[config.mk]
export PLATFORM = sky130hd
export DESIGN_NAME = dbgrom_table
export DESIGN_NICKNAME = d
export VERILOG_FILES = /design/src/hw/dbgrom_pkg.sv /design/src/hw/dbgrom_table.sv
export SDC_FILE = /design/constraint.sdc
export NUM_CORES = 1
export LEC_CHECK = 0
export BUFFER_PORTS_ARGS = -buffer_cell sky130_fd_sc_hd__buf_2
export CORE_MARGIN = 1.5
export CORE_UTILIZATION = 24
export DETAILED_ROUTE_END_ITERATION = 8
export GPL_TIMING_DRIVEN = 0
export SYNTH_ARGS = -nofsm -noshare
export SYNTH_HDL_FRONTEND = slang
export SYNTH_SLANG_ARGS = --single-unit
export TNS_END_PERCENT = 100
[constraint.sdc]
create_clock -name MCLK -period 2.3 [get_ports MCLK]
set_input_delay 0.115 -clock MCLK [delete_from_list [all_inputs] [get_ports MCLK]]
set_output_delay 0.115 -clock MCLK [all_outputs]
set_load 0.005 [all_outputs]
[src/hw/dbgrom_pkg.sv]
// package: constants and types for the debug rom table block
package dbgrom_pkg;
   // ****************************************************************
   // address map
   // ****************************************************************
   localparam int ADDR_W = 12;
   localparam logic [11:0] BLOCK_BYTES_M1 = 12'h0_FFF;
   localparam logic [11:0] LAST_ENTRY_OFS = 12'h0_EFC;
   localparam logic [11:0] ID_REGION_OFS = 12'h0_F00;
   localparam logic [11:0] DEVCFG_OFS = 12'h0_FC8;
   localparam logic [11:0] DEVICE_TYPE_REGISTER_OFS = 12'h0_FCC;
   localparam logic [11:0] PID4_OFS = 12'h0_FD0;
   localparam logic [11:0] PID5_OFS = 12'h0_FD4;
   localparam logic [11:0] PID6_OFS = 12'h0_FD8;
   localparam logic [11:0] PID7_OFS = 12'h0_FDC;
   localparam logic [11:0] PID0_OFS = 12'h0_FE0;
   localparam logic [11:0] PID1_OFS = 12'h0_FE4;
   localparam logic [11:0] PID2_OFS = 12'h0_FE8;
   localparam logic [11:0] PID3_OFS = 12'h0_FEC;
   localparam logic [11:0] CID0_OFS = 12'h0_FF0;
   localparam logic [11:0] CID1_OFS = 12'h0_FF4;
   localparam logic [11:0] CID2_OFS = 12'h0_FF8;
   localparam logic [11:0] CID3_OFS = 12'h0_FFC;
   // ****************************************************************
   // fields and values
   // ****************************************************************
   localparam int NUM_ENTRIES = 4;
   localparam int ENTRY_SHIFT = 12;
   localparam int CLASS_LSB = 4;
   localparam int SIZE_LSB = 4;
   localparam int FORMAT_LSB = 0;
   localparam logic [3:0] CLASS_TABLE1 = 4'h1;
   localparam logic [3:0] CLASS_TABLE9 = 4'h9;
   localparam logic [3:0] BLOCK_SIZE_LOG = 4'h0;
   localparam logic [3:0] ENTRY_FMT_32 = 4'h0;
   localparam logic [7:0] CID0_VAL = 8'h0D;
   localparam logic [7:0] CID2_VAL = 8'h05;
   localparam logic [7:0] CID3_VAL = 8'hB1;
   localparam logic [7:0] CID1_PREAMBLE = 8'h00;
   localparam logic [31:0] END_MARKER = 32'h0000_0000;
   localparam logic [31:0] ZERO_WORD = 32'h0000_0000;
   // arbitrary identity values, no real maker or part
   localparam logic [11:0] PART_NUM = 12'h0_123;
   localparam logic [6:0] DESIGNER_ID = 7'h05;
   localparam logic [3:0] DESIGNER_CONT = 4'h0;
   localparam logic [3:0] BASE_REVISION = 4'h0;
   localparam logic [31:0] DEVICE_TYPE_REGISTER_VAL = 32'h0000_0000;
   // ****************************************************************
   // types
   // ****************************************************************
   typedef enum logic {DBGROM_CLASS1, DBGROM_CLASS9} dbgrom_class_t;
   typedef struct packed {
      logic [11:0] addr;
      logic        rd;
      logic        wr;
      logic [31:0] wdata;
   } dbgrom_req_t;
   typedef struct packed {
      logic        ready;
      logic        err;
      logic [31:0] rdata;
   } dbgrom_rsp_t;
endpackage

[src/hw/dbgrom_table.sv]
// module: read-only debug rom table, one 4KB block on the access port bus
// Overview of operation
// - table decodes exactly one 4KB block
// - system with several components instantiates this table
// - first-class table reports class 0x1
// - first-class table is read-only, fixed contents
// - second-class table reports class 0x9
// - second-class type/config registers describe table
// - block size field reads zero
// - entry format field zero: 32-bit entries
// - id registers live from offset 0xF00
// - config revision changes with component set
// - component id registers at block + 0xFF0
// - multi-block entry points at id block
// - entries relative, top pointer absolute
// - base pointer: table, sole component, or absent
// - component class in bits 7:4 of cid1
// - entries may point at lower tables
// - component bases aligned up to 64KB
// - first-class list ends with zero word
// - entry at 0xEFC is always final
module dbgrom_table #(
   parameter dbgrom_pkg::dbgrom_class_t TABLE_CLASS = dbgrom_pkg::DBGROM_CLASS1,
   parameter logic [31:0] ENTRY0 = 32'h0000_1003,
   parameter logic [31:0] ENTRY1 = 32'h0001_0003,
   parameter logic [31:0] ENTRY2 = 32'h0002_0003,
   parameter logic [31:0] ENTRY3 = 32'h0000_0000,
   parameter logic [3:0] CONFIG_REVISION = 4'h0
) (
   input wire logic MCLK,
   input wire logic RST_N,
   input wire dbgrom_pkg::dbgrom_req_t REQ,
   output dbgrom_pkg::dbgrom_rsp_t RSP,
   output logic [3:0] LAST_CLASS
);
   // ****************************************************************
   // entry storage
   // ****************************************************************
   logic [31:0] entry_rom [dbgrom_pkg::NUM_ENTRIES];
   // placement, alignment and the absolute top pointer are the integrator's, via ENTRYn
   assign entry_rom[0] = ENTRY0;
   assign entry_rom[1] = ENTRY1;
   assign entry_rom[2] = ENTRY2;
   assign entry_rom[3] = ENTRY3;

   // ****************************************************************
   // decode
   // ****************************************************************
   function automatic logic [31:0] id_byte(input logic [7:0] b);
      id_byte = {24'h00_0000, b};
   endfunction

   logic [3:0] class_val;
   logic [31:0] rd_word;
   logic [11:0] word_addr;
   assign class_val = (TABLE_CLASS == dbgrom_pkg::DBGROM_CLASS9) ?
      dbgrom_pkg::CLASS_TABLE9 : dbgrom_pkg::CLASS_TABLE1;
   assign word_addr = {REQ.addr[11:2], 2'b00};

   // word-aligned read match, byte-lane bits ignored
   function automatic logic rd_at(input dbgrom_pkg::dbgrom_req_t r, input logic [11:0] ofs);
      rd_at = r.rd && ({r.addr[11:2], 2'b00} == ofs);
   endfunction

   always_comb begin
      rd_word = dbgrom_pkg::ZERO_WORD;
      if (word_addr < dbgrom_pkg::ID_REGION_OFS) begin
         // entries beyond the stored ones read as end marker / reserved zero
         if (word_addr[11:2] < 10'(dbgrom_pkg::NUM_ENTRIES)) begin
            rd_word = entry_rom[word_addr[3:2]];
         end else begin
            rd_word = dbgrom_pkg::END_MARKER;
         end
      end else begin
         case (word_addr)
            dbgrom_pkg::DEVCFG_OFS: begin
               if (TABLE_CLASS == dbgrom_pkg::DBGROM_CLASS9) begin
                  rd_word = id_byte({4'h0, dbgrom_pkg::ENTRY_FMT_32});
               end
            end
            dbgrom_pkg::DEVICE_TYPE_REGISTER_OFS: begin
               if (TABLE_CLASS == dbgrom_pkg::DBGROM_CLASS9) begin
                  rd_word = dbgrom_pkg::DEVICE_TYPE_REGISTER_VAL;
               end
            end
            dbgrom_pkg::PID4_OFS:
               rd_word = id_byte({dbgrom_pkg::BLOCK_SIZE_LOG,
                                  dbgrom_pkg::DESIGNER_CONT});
            dbgrom_pkg::PID0_OFS: rd_word = id_byte(dbgrom_pkg::PART_NUM[7:0]);
            dbgrom_pkg::PID1_OFS:
               rd_word = id_byte({dbgrom_pkg::DESIGNER_ID[3:0],
                                  dbgrom_pkg::PART_NUM[11:8]});
            dbgrom_pkg::PID2_OFS:
               rd_word = id_byte({CONFIG_REVISION, 1'b1,
                                  dbgrom_pkg::DESIGNER_ID[6:4]});
            dbgrom_pkg::CID0_OFS: rd_word = id_byte(dbgrom_pkg::CID0_VAL);
            dbgrom_pkg::CID1_OFS:
               rd_word = id_byte({class_val, dbgrom_pkg::CID1_PREAMBLE[3:0]});
            dbgrom_pkg::CID2_OFS: rd_word = id_byte(dbgrom_pkg::CID2_VAL);
            dbgrom_pkg::CID3_OFS: rd_word = id_byte(dbgrom_pkg::CID3_VAL);
            default: rd_word = dbgrom_pkg::ZERO_WORD;
         endcase
      end
   end

   // ****************************************************************
   // response: one cycle, writes dropped without error
   // ****************************************************************
   always_ff @(posedge MCLK) begin
      if (!RST_N) begin
         RSP <= '0;
      end else begin
         RSP.ready <= REQ.rd | REQ.wr;
         RSP.err <= 1'b0;
         RSP.rdata <= REQ.rd ? rd_word : dbgrom_pkg::ZERO_WORD;
      end
   end

   always_ff @(posedge MCLK) begin
      if (!RST_N) begin
         LAST_CLASS <= 4'h0;
      end else begin
         LAST_CLASS <= class_val;
      end
   end

   // ****************************************************************
   // checks
   // ****************************************************************
   // expected class from the package, independent of the decode path
   localparam logic [3:0] EXP_CLASS = (TABLE_CLASS == dbgrom_pkg::DBGROM_CLASS9) ?
      dbgrom_pkg::CLASS_TABLE9 : dbgrom_pkg::CLASS_TABLE1;

   property p_ready_follows;
      @(posedge MCLK) disable iff (!RST_N) (REQ.rd | REQ.wr) |=> RSP.ready;
   endproperty
   a_ready_follows: assert property (p_ready_follows) else $error("no ready");
   property p_no_err;
      @(posedge MCLK) disable iff (!RST_N) RSP.ready |-> !RSP.err;
   endproperty
   a_no_err: assert property (p_no_err) else $error("error response");
   property p_class;
      @(posedge MCLK) disable iff (!RST_N) (REQ.rd && word_addr == dbgrom_pkg::CID1_OFS)
         |=> RSP.rdata[7:4] == EXP_CLASS;
   endproperty
   a_class: assert property (p_class) else $error("bad class");
   property p_size;
      @(posedge MCLK) disable iff (!RST_N) (REQ.rd && word_addr == dbgrom_pkg::PID4_OFS)
         |=> RSP.rdata[7:4] == 4'h0;
   endproperty
   a_size: assert property (p_size) else $error("size nonzero");
   property p_last;
      @(posedge MCLK) disable iff (!RST_N)
         (REQ.rd && word_addr > dbgrom_pkg::LAST_ENTRY_OFS && word_addr < dbgrom_pkg::PID4_OFS
          && word_addr != dbgrom_pkg::DEVICE_TYPE_REGISTER_OFS && word_addr != dbgrom_pkg::DEVCFG_OFS)
         |=> RSP.rdata == 32'h0000_0000;
   endproperty
   a_last: assert property (p_last) else $error("reserved nonzero");
   property p_stable;
      @(posedge MCLK) disable iff (!RST_N)
         (REQ.rd && $past(REQ.rd) && REQ.addr == $past(REQ.addr)) |=> RSP.rdata == $past(RSP.rdata);
   endproperty
   a_stable: assert property (p_stable) else $error("read changed");
   property p_fmt;
      @(posedge MCLK) disable iff (!RST_N)
         (REQ.rd && word_addr == dbgrom_pkg::DEVCFG_OFS) |=> RSP.rdata[3:0] == 4'h0;
   endproperty
   a_fmt: assert property (p_fmt) else $error("format nonzero");
   property p_wr_quiet;
      @(posedge MCLK) disable iff (!RST_N) (REQ.wr && !REQ.rd) |=> RSP.rdata == 32'h0000_0000;
   endproperty
   a_wr_quiet: assert property (p_wr_quiet) else $error("write data");
   c_read: cover property (@(posedge MCLK) REQ.rd ##1 RSP.ready);
   c_write: cover property (@(posedge MCLK) REQ.wr ##1 RSP.ready);
   c_cid1: cover property (@(posedge MCLK) REQ.rd && word_addr == dbgrom_pkg::CID1_OFS);
   c_final: cover property (@(posedge MCLK) REQ.rd && word_addr == dbgrom_pkg::LAST_ENTRY_OFS);
   c_wr_rd: cover property (@(posedge MCLK) REQ.wr ##1 REQ.rd);

   // ****************************************************************
   // identification words
   // ****************************************************************
   property p_cid0;
      @(posedge MCLK) disable iff (!RST_N)
         rd_at(REQ, dbgrom_pkg::CID0_OFS) |=> RSP.rdata == {24'h00_0000, dbgrom_pkg::CID0_VAL};
   endproperty
   a_cid0: assert property (p_cid0) else $error("component id 0 wrong");

   property p_cid2;
      @(posedge MCLK) disable iff (!RST_N)
         rd_at(REQ, dbgrom_pkg::CID2_OFS) |=> RSP.rdata == {24'h00_0000, dbgrom_pkg::CID2_VAL};
   endproperty
   a_cid2: assert property (p_cid2) else $error("component id 2 wrong");

   property p_cid3;
      @(posedge MCLK) disable iff (!RST_N)
         rd_at(REQ, dbgrom_pkg::CID3_OFS) |=> RSP.rdata == {24'h00_0000, dbgrom_pkg::CID3_VAL};
   endproperty
   a_cid3: assert property (p_cid3) else $error("component id 3 wrong");

   property p_pid0;
      @(posedge MCLK) disable iff (!RST_N)
         rd_at(REQ, dbgrom_pkg::PID0_OFS) |=> RSP.rdata == {24'h00_0000, dbgrom_pkg::PART_NUM[7:0]};
   endproperty
   a_pid0: assert property (p_pid0) else $error("part number low wrong");

   property p_pid1;
      @(posedge MCLK) disable iff (!RST_N)
         rd_at(REQ, dbgrom_pkg::PID1_OFS) |=> RSP.rdata ==
            {24'h00_0000, dbgrom_pkg::DESIGNER_ID[3:0], dbgrom_pkg::PART_NUM[11:8]};
   endproperty
   a_pid1: assert property (p_pid1) else $error("peripheral id 1 wrong");

   // revision must move with the listed set, so it is a parameter, not a constant
   property p_pid2;
      @(posedge MCLK) disable iff (!RST_N)
         rd_at(REQ, dbgrom_pkg::PID2_OFS) |=> RSP.rdata[7:3] == {CONFIG_REVISION, 1'b1};
   endproperty
   a_pid2: assert property (p_pid2) else $error("revision field wrong");

   property p_pid3;
      @(posedge MCLK) disable iff (!RST_N)
         rd_at(REQ, dbgrom_pkg::PID3_OFS) |=> RSP.rdata == dbgrom_pkg::ZERO_WORD;
   endproperty
   a_pid3: assert property (p_pid3) else $error("peripheral id 3 nonzero");

   property p_pid_hi;
      @(posedge MCLK) disable iff (!RST_N)
         (rd_at(REQ, dbgrom_pkg::PID5_OFS) || rd_at(REQ, dbgrom_pkg::PID6_OFS)
          || rd_at(REQ, dbgrom_pkg::PID7_OFS)) |=> RSP.rdata == dbgrom_pkg::ZERO_WORD;
   endproperty
   a_pid_hi: assert property (p_pid_hi) else $error("upper peripheral ids nonzero");

   property p_size_cont;
      @(posedge MCLK) disable iff (!RST_N)
         rd_at(REQ, dbgrom_pkg::PID4_OFS) |=> RSP.rdata ==
            {24'h00_0000, dbgrom_pkg::BLOCK_SIZE_LOG, dbgrom_pkg::DESIGNER_CONT};
   endproperty
   a_size_cont: assert property (p_size_cont) else $error("peripheral id 4 wrong");

   property p_class_full;
      @(posedge MCLK) disable iff (!RST_N)
         rd_at(REQ, dbgrom_pkg::CID1_OFS) |=> RSP.rdata == {24'h00_0000, EXP_CLASS, 4'h0};
   endproperty
   a_class_full: assert property (p_class_full) else $error("class word wrong");

   property p_cid1_pre;
      @(posedge MCLK) disable iff (!RST_N)
         rd_at(REQ, dbgrom_pkg::CID1_OFS) |=> RSP.rdata[3:0] == dbgrom_pkg::CID1_PREAMBLE[3:0];
   endproperty
   a_cid1_pre: assert property (p_cid1_pre) else $error("class low nibble wrong");

   property p_id_upper;
      @(posedge MCLK) disable iff (!RST_N)
         (REQ.rd && word_addr >= dbgrom_pkg::ID_REGION_OFS) |=> RSP.rdata[31:8] == 24'h00_0000;
   endproperty
   a_id_upper: assert property (p_id_upper) else $error("id upper bits set");

   property p_id_reserved;
      @(posedge MCLK) disable iff (!RST_N)
         (REQ.rd && word_addr >= dbgrom_pkg::ID_REGION_OFS
          && word_addr < dbgrom_pkg::DEVCFG_OFS)
         |=> RSP.rdata == dbgrom_pkg::ZERO_WORD;
   endproperty
   a_id_reserved: assert property (p_id_reserved) else $error("id region gap nonzero");

   property p_devcfg;
      @(posedge MCLK) disable iff (!RST_N)
         rd_at(REQ, dbgrom_pkg::DEVCFG_OFS) |=> RSP.rdata ==
            ((TABLE_CLASS == dbgrom_pkg::DBGROM_CLASS9) ?
             {28'h000_0000, dbgrom_pkg::ENTRY_FMT_32} : dbgrom_pkg::ZERO_WORD);
   endproperty
   a_devcfg: assert property (p_devcfg) else $error("config word wrong");

   property p_device_type_register;
      @(posedge MCLK) disable iff (!RST_N)
         rd_at(REQ, dbgrom_pkg::DEVICE_TYPE_REGISTER_OFS) |=> RSP.rdata ==
            ((TABLE_CLASS == dbgrom_pkg::DBGROM_CLASS9) ?
             dbgrom_pkg::DEVICE_TYPE_REGISTER_VAL : dbgrom_pkg::ZERO_WORD);
   endproperty
   a_device_type_register: assert property (p_device_type_register) else $error("type word wrong");

   // ****************************************************************
   // entries and bus behaviour
   // ****************************************************************
   for (genvar i = 0; i < dbgrom_pkg::NUM_ENTRIES; i++) begin : g_entry_chk
      property p_entry;
         @(posedge MCLK) disable iff (!RST_N)
            rd_at(REQ, 12'(4 * i)) |=> RSP.rdata == entry_rom[i];
      endproperty
      a_entry: assert property (p_entry) else $error("entry word wrong");
   end

   // a table with fewer stored words reads as terminated right after them
   property p_end_marker;
      @(posedge MCLK) disable iff (!RST_N)
         (REQ.rd && word_addr >= 12'(4 * dbgrom_pkg::NUM_ENTRIES)
          && word_addr <= dbgrom_pkg::LAST_ENTRY_OFS)
         |=> RSP.rdata == dbgrom_pkg::END_MARKER;
   endproperty
   a_end_marker: assert property (p_end_marker) else $error("missing end marker");

   property p_final_entry;
      @(posedge MCLK) disable iff (!RST_N)
         rd_at(REQ, dbgrom_pkg::LAST_ENTRY_OFS) |=> RSP.rdata == dbgrom_pkg::END_MARKER;
   endproperty
   a_final_entry: assert property (p_final_entry) else $error("last entry wrong");

   property p_ready_cause;
      @(posedge MCLK) disable iff (!RST_N) RSP.ready |-> $past(REQ.rd | REQ.wr);
   endproperty
   a_ready_cause: assert property (p_ready_cause) else $error("stray ready");

   property p_ready_idle;
      @(posedge MCLK) disable iff (!RST_N) !(REQ.rd || REQ.wr) |=> !RSP.ready;
   endproperty
   a_ready_idle: assert property (p_ready_idle) else $error("ready without request");

   property p_rdata_idle;
      @(posedge MCLK) disable iff (!RST_N) !REQ.rd |=> RSP.rdata == dbgrom_pkg::ZERO_WORD;
   endproperty
   a_rdata_idle: assert property (p_rdata_idle) else $error("data without read");

   property p_write_done;
      @(posedge MCLK) disable iff (!RST_N) REQ.wr |=> RSP.ready && !RSP.err;
   endproperty
   a_write_done: assert property (p_write_done) else $error("write not completed");

   property p_reset_quiet;
      @(posedge MCLK) !RST_N |=> (RSP == '0) && (LAST_CLASS == 4'h0);
   endproperty
   a_reset_quiet: assert property (p_reset_quiet) else $error("outputs not cleared");

   property p_class_steady;
      @(posedge MCLK) disable iff (!RST_N) $past(RST_N) |-> LAST_CLASS == EXP_CLASS;
   endproperty
   a_class_steady: assert property (p_class_steady) else $error("class output wrong");

   // byte-lane bits must not select a different word
   property p_bytelane;
      @(posedge MCLK) disable iff (!RST_N)
         (REQ.rd && $past(REQ.rd) && REQ.addr[11:2] == $past(REQ.addr[11:2]))
         |=> RSP.rdata == $past(RSP.rdata);
   endproperty
   a_bytelane: assert property (p_bytelane) else $error("byte lane changed data");
endmodule

After elaboration in Yosys (flattened, before gate mapping)
Index checks and enable logic that the tools add are counted.
{"block": "word_totals", "reg_bits": 38, "in_bits": 48, "out_inout_bits": 38, "word_cells": 24}
{"block": "classes", "n_lt_le_gt_ge": 3, "eq_ne": 7, "muxes": 7, "bitwise_logic": 2, "reduce_logical": 1}
{"cell": "$mux 32", "count": 4}
{"cell": "$eq 10x10->1 const B", "count": 7}
{"cell": "$bmux 32 s2", "count": 1}
{"cell": "$pmux 8 s7", "count": 1}
{"cell": "$lt 12x12->1 const B", "count": 1}
{"cell": "$lt 10x3->1 const B", "count": 1}
{"cell": "$ge 3x3->1 const B", "count": 1}
{"cell": "$not 2->3", "count": 1}
{"cell": "$reduce_and 2->1", "count": 1}
{"cell": "$mux 1", "count": 1}
{"cell": "$or 1x1->1", "count": 1}

Logic depth before layout (Yosys ltp)
{"block": "logic_depth", "ltp_word": 6, "depth_mapped": 5, "depth_no_buf": 4}

Worst setup path after synthesis
Ideal clock, no wire load.
{"block": "synth_path", "kind": "input-to-reg", "from": "input port REQ[38] in the netlist's numbering", "to": "register RSP[1] in the netlist's numbering", "setup_time_ps": 77, "arrival_time_ps": 875, "slack_ps": 1348, "stages": 5, "cell_sequence": "buf_6 nor4_2 and3b_2 a31oi_1 o22ai_2"}
{"block": "synth_between", "elab_chain_cells": 3, "word_cells_on_any_way": 12, "cone_classes": "2 x order compare; 7 x eq/ne; 3 x mux"}
{"item": "start, declared", "line": "dbgrom_table.sv:32", "source": "input wire dbgrom_pkg::dbgrom_req_t REQ,"}
{"item": "$lt 10x3->1 or $eq 10x10->1 (tied branches)", "line": "dbgrom_table.sv:69, dbgrom_table.sv:75"}
{"item": "$mux 32 or $pmux 8 s7 (tied branches)", "line": "dbgrom_table.sv:69, dbgrom_table.sv:75"}
{"item": "$mux 32 (*)", "line": "dbgrom_table.sv:67", "source": "if (word_addr < dbgrom_pkg::ID_REGION_OFS) begin"}
{"item": "end, declared", "line": "dbgrom_table.sv:33", "source": "output dbgrom_pkg::dbgrom_rsp_t RSP,"}
Mark *: on every way between the ends. The rest lies on a longest branch, timed or not.
A chain may end at the register's enable or synchronous reset.

Final worst setup path
{"block": "layout_path", "from": "input port RST_N", "to": "register RSP[1] in the netlist's numbering"}
{"block": "layout_between", "elab_chain_cells": 1}
{"item": "start, declared", "line": "dbgrom_table.sv:31", "source": "input wire logic RST_N,"}
{"item": "$reduce_and 2->1 (no source line)"}
Every way passes these cells.

==> results.md <==
* Outcome: completed
* VDD IR-drop max at 0.0003579 V
* Number of flops mapped to enable cells by yosys at 0
* Post-cts sizing count at 0
* RD Place Congestion at 0.7092
* TritonCTS Buffers at 3
* Critical path data arrival time at 1.47 ns
* Floorplan die area at 3275 µm²
* Count of antenna diodes in the layout at 0
* Max Transition Viols Final at 0
* Synthesis warning total at 0
* Fin. Hold Viols at 0
* CP Data Required Time at 2.44 ns
* Number of inserted filler cells in the final layout at 299
* Mean number of vias per cell at 3.764
* Post-synthesis register bit count at 13
* GRT Overall Usage at 8.392%
* Total setup buffers inserted after CTS at 0
* Leak Pwr at 0.5370 nW
* Total grt overflow at 0
* Number of top-level design ports at 86
* Drt pass-1 iters at 5
* Area growth from synthesis to layout at 39.72%
* Clock transition time at the flip-flop clock pins of the worst setup and hold paths at 0.07 ns
* Startpoint kind of the worst setup timing path: input port
* Number of placement rows at 19
* Fraction of registers with async set or reset after synthesis at 0%
* Clock tree buffer depth at 2
* Via count of the first global-routing pass at 561
* Min Tclk post-route at 1.330 ns
* Crit path buffers/inverters at 2
* Instance count of the mapped netlist at 74
* Final-stage net count at 175
* Largest fanout on the critical path at 4
* CTS tree: done
* Fmax at 751.6 MHz
* Pin count of the biggest net entering global routing at 11
* Number of endpoints failing setup at the final stage at 0
* Number of DRC markers in iteration 0 at 5
* Post-route DRC violation count at 0
* Mean area per synthesized cell at 9.536 µm²
* Estimated wirelength of the detail-placed design at 1.169 mm
* Port Buf Inserts at 23
* Unique cell type count in the Yosys netlist at 27
* Critical path start-end classification: input port to flop
* Final worst path period share at 57.84%
* Most frequently used flop master after synthesis: sky130_fd_sc_hd__dfxtp_1
* Initial antenna violation count at 0
* Worst slack after detailed placement at 1.213 ns
* Kind of path behind the tightest hold check: input port to flop
* Effective utilization at floorplan at 25.37%
* Final wirelength at 1.310 mm
* Mapped Area at 705.7 µm²
* Commonest non-fill, non-tap cells in the layout: sky130_fd_sc_hd__buf_4, sky130_fd_sc_hd__conb_1, sky130_fd_sc_hd__buf_2
* Height of the chip at 57.23 µm
* Area of the core at 2781 µm²
* Worst Slack Setup Final at 0.9696 ns
* Layout cells sized above 1 at 49.21%
* Sequential area share after synthesis at 36.88%
* List of cells traversed by the critical path: dlygate4sd3_1 > buf_2 > nand2_1 > and3b_2 > a31oi_1 > o22ai_2
* Setup repair after global routing missed its margin: false
* Die X at 57.23 µm
* Cell class contributing the biggest share of worst-path delay: buffers and inverters
* Max Cap Violations at 0
* PwrDens at 444.5 nW/µm²
* Sort of element at the end of the critical path: flop
* Wire length of the first global-routing pass at 2.194 mm
* CTS Hold Buffers Added at 1
* Sink Count at 13
* Cell at the slowest stage of the critical path: sky130_fd_sc_hd__dlygate4sd3_1
* Routed vias at 591
* CTS H-tree depth at 1
* Routed length per instance at 8.344 µm
* Antenna-violating nets left at 0
* Maximum single-stage delay on the critical path at 0.54 ns
* Clock tree root buffer cell: sky130_fd_sc_hd__clkbuf_4
* Total Negative Setup Slacks at 0 ns
==> stage by stage <==
stage	hold WS [ns]	area [µm²]	cells	power (mW)	utilization [%]
2_1_floorplan	0.1427	795.8	98	0.2920	-
3_3_place_gp	0.2613	949.7	152	0.3086	34.14
3_5_place_dp	0.2658	949.7	152	0.3094	34.14
4_1_cts	0.03819	985.9	157	0.4424	35.45
5_1_grt	0.04136	985.9	157	0.4607	35.45
6_report	0.04513	985.9	157	0.4383	35.45
==> Yosys cell counts (2+ instances only) <==
master	number	area, µm²
sky130_fd_sc_hd__nor3_1	4	20.02
sky130_fd_sc_hd__nor4_1	2	12.51
sky130_fd_sc_hd__dfxtp_1	13	260.3
sky130_fd_sc_hd__buf_4	25	187.7
sky130_fd_sc_hd__nand3_1	3	15.01
sky130_fd_sc_hd__a21oi_1	2	10.01
sky130_fd_sc_hd__nand2_1	2	7.510
sky130_fd_sc_hd__clkbuf_1	2	7.510
sky130_fd_sc_hd__inv_1	2	7.510
sky130_fd_sc_hd__nor3_2	2	20.02
==> state kept, by name, indices dropped and copies added (netlist names) <==
| name | flops |
|---|---|
| LAST_CLASS | 1 |
| RSP | 12 |
==> where the power goes <==
group	switching (mW)	total [mW]	internal, mW	leakage, nW
clock	0.0637	0.131	0.0670	0.0150
sequential	0.000407	0.227	0.227	0.105
combinational	0.0375	0.0801	0.0426	0.417
total	0.102	0.438	0.337	0.537
==> path summary, 6_finish.rpt <==
kind | startpoint | to | slack [ns] | depth (start not counted)
worst max-delay path | RST_N | RSP[1] | 0.97 | 6
worst min-delay path | REQ[32] | RSP[33] | 0.05 | 2
==> logic make-up after synthesis <==
family / Yosys count / synth area share (%)
compound gates: 8 / 8.865
xor+xnor: 1 / 1.241
buf+inv: 30 / 30.32
flops: 13 / 36.88
other cells: 1 / 0.5314
simple gates: 21 / 22.16
==> layout make-up <==
| cell class | count | area, µm² | area share, % |
|---|---|---|---|
| Clock buffer | 4 | 26.28 | 2.665 |
| Multi-Input combinational cell | 55 | 321.6 | 32.61 |
| Sequential cell | 13 | 260.3 | 26.40 |
| Buffer | 28 | 206.4 | 20.94 |
| Tap cell | 31 | 38.79 | 3.934 |
| Timing Repair Buffer | 24 | 125.1 | 12.69 |
| Inverter | 2 | 7.507 | 0.7614 |
==> routing by layer <==
| layer | track usage, % | vias to the layer above | share of wire [%] |
|---|---|---|---|
| li1 | - | 306 | - |
| met1 | 9.318 | 237 | 40 |
| met3 | 3.628 | 2 | 16 |
| met5 | 0 | - | 0 |
| met4 | 3.987 | 0 | 0.76 |
| met2 | 13.79 | 46 | 43 |
(Power assumes the default switching activity.)
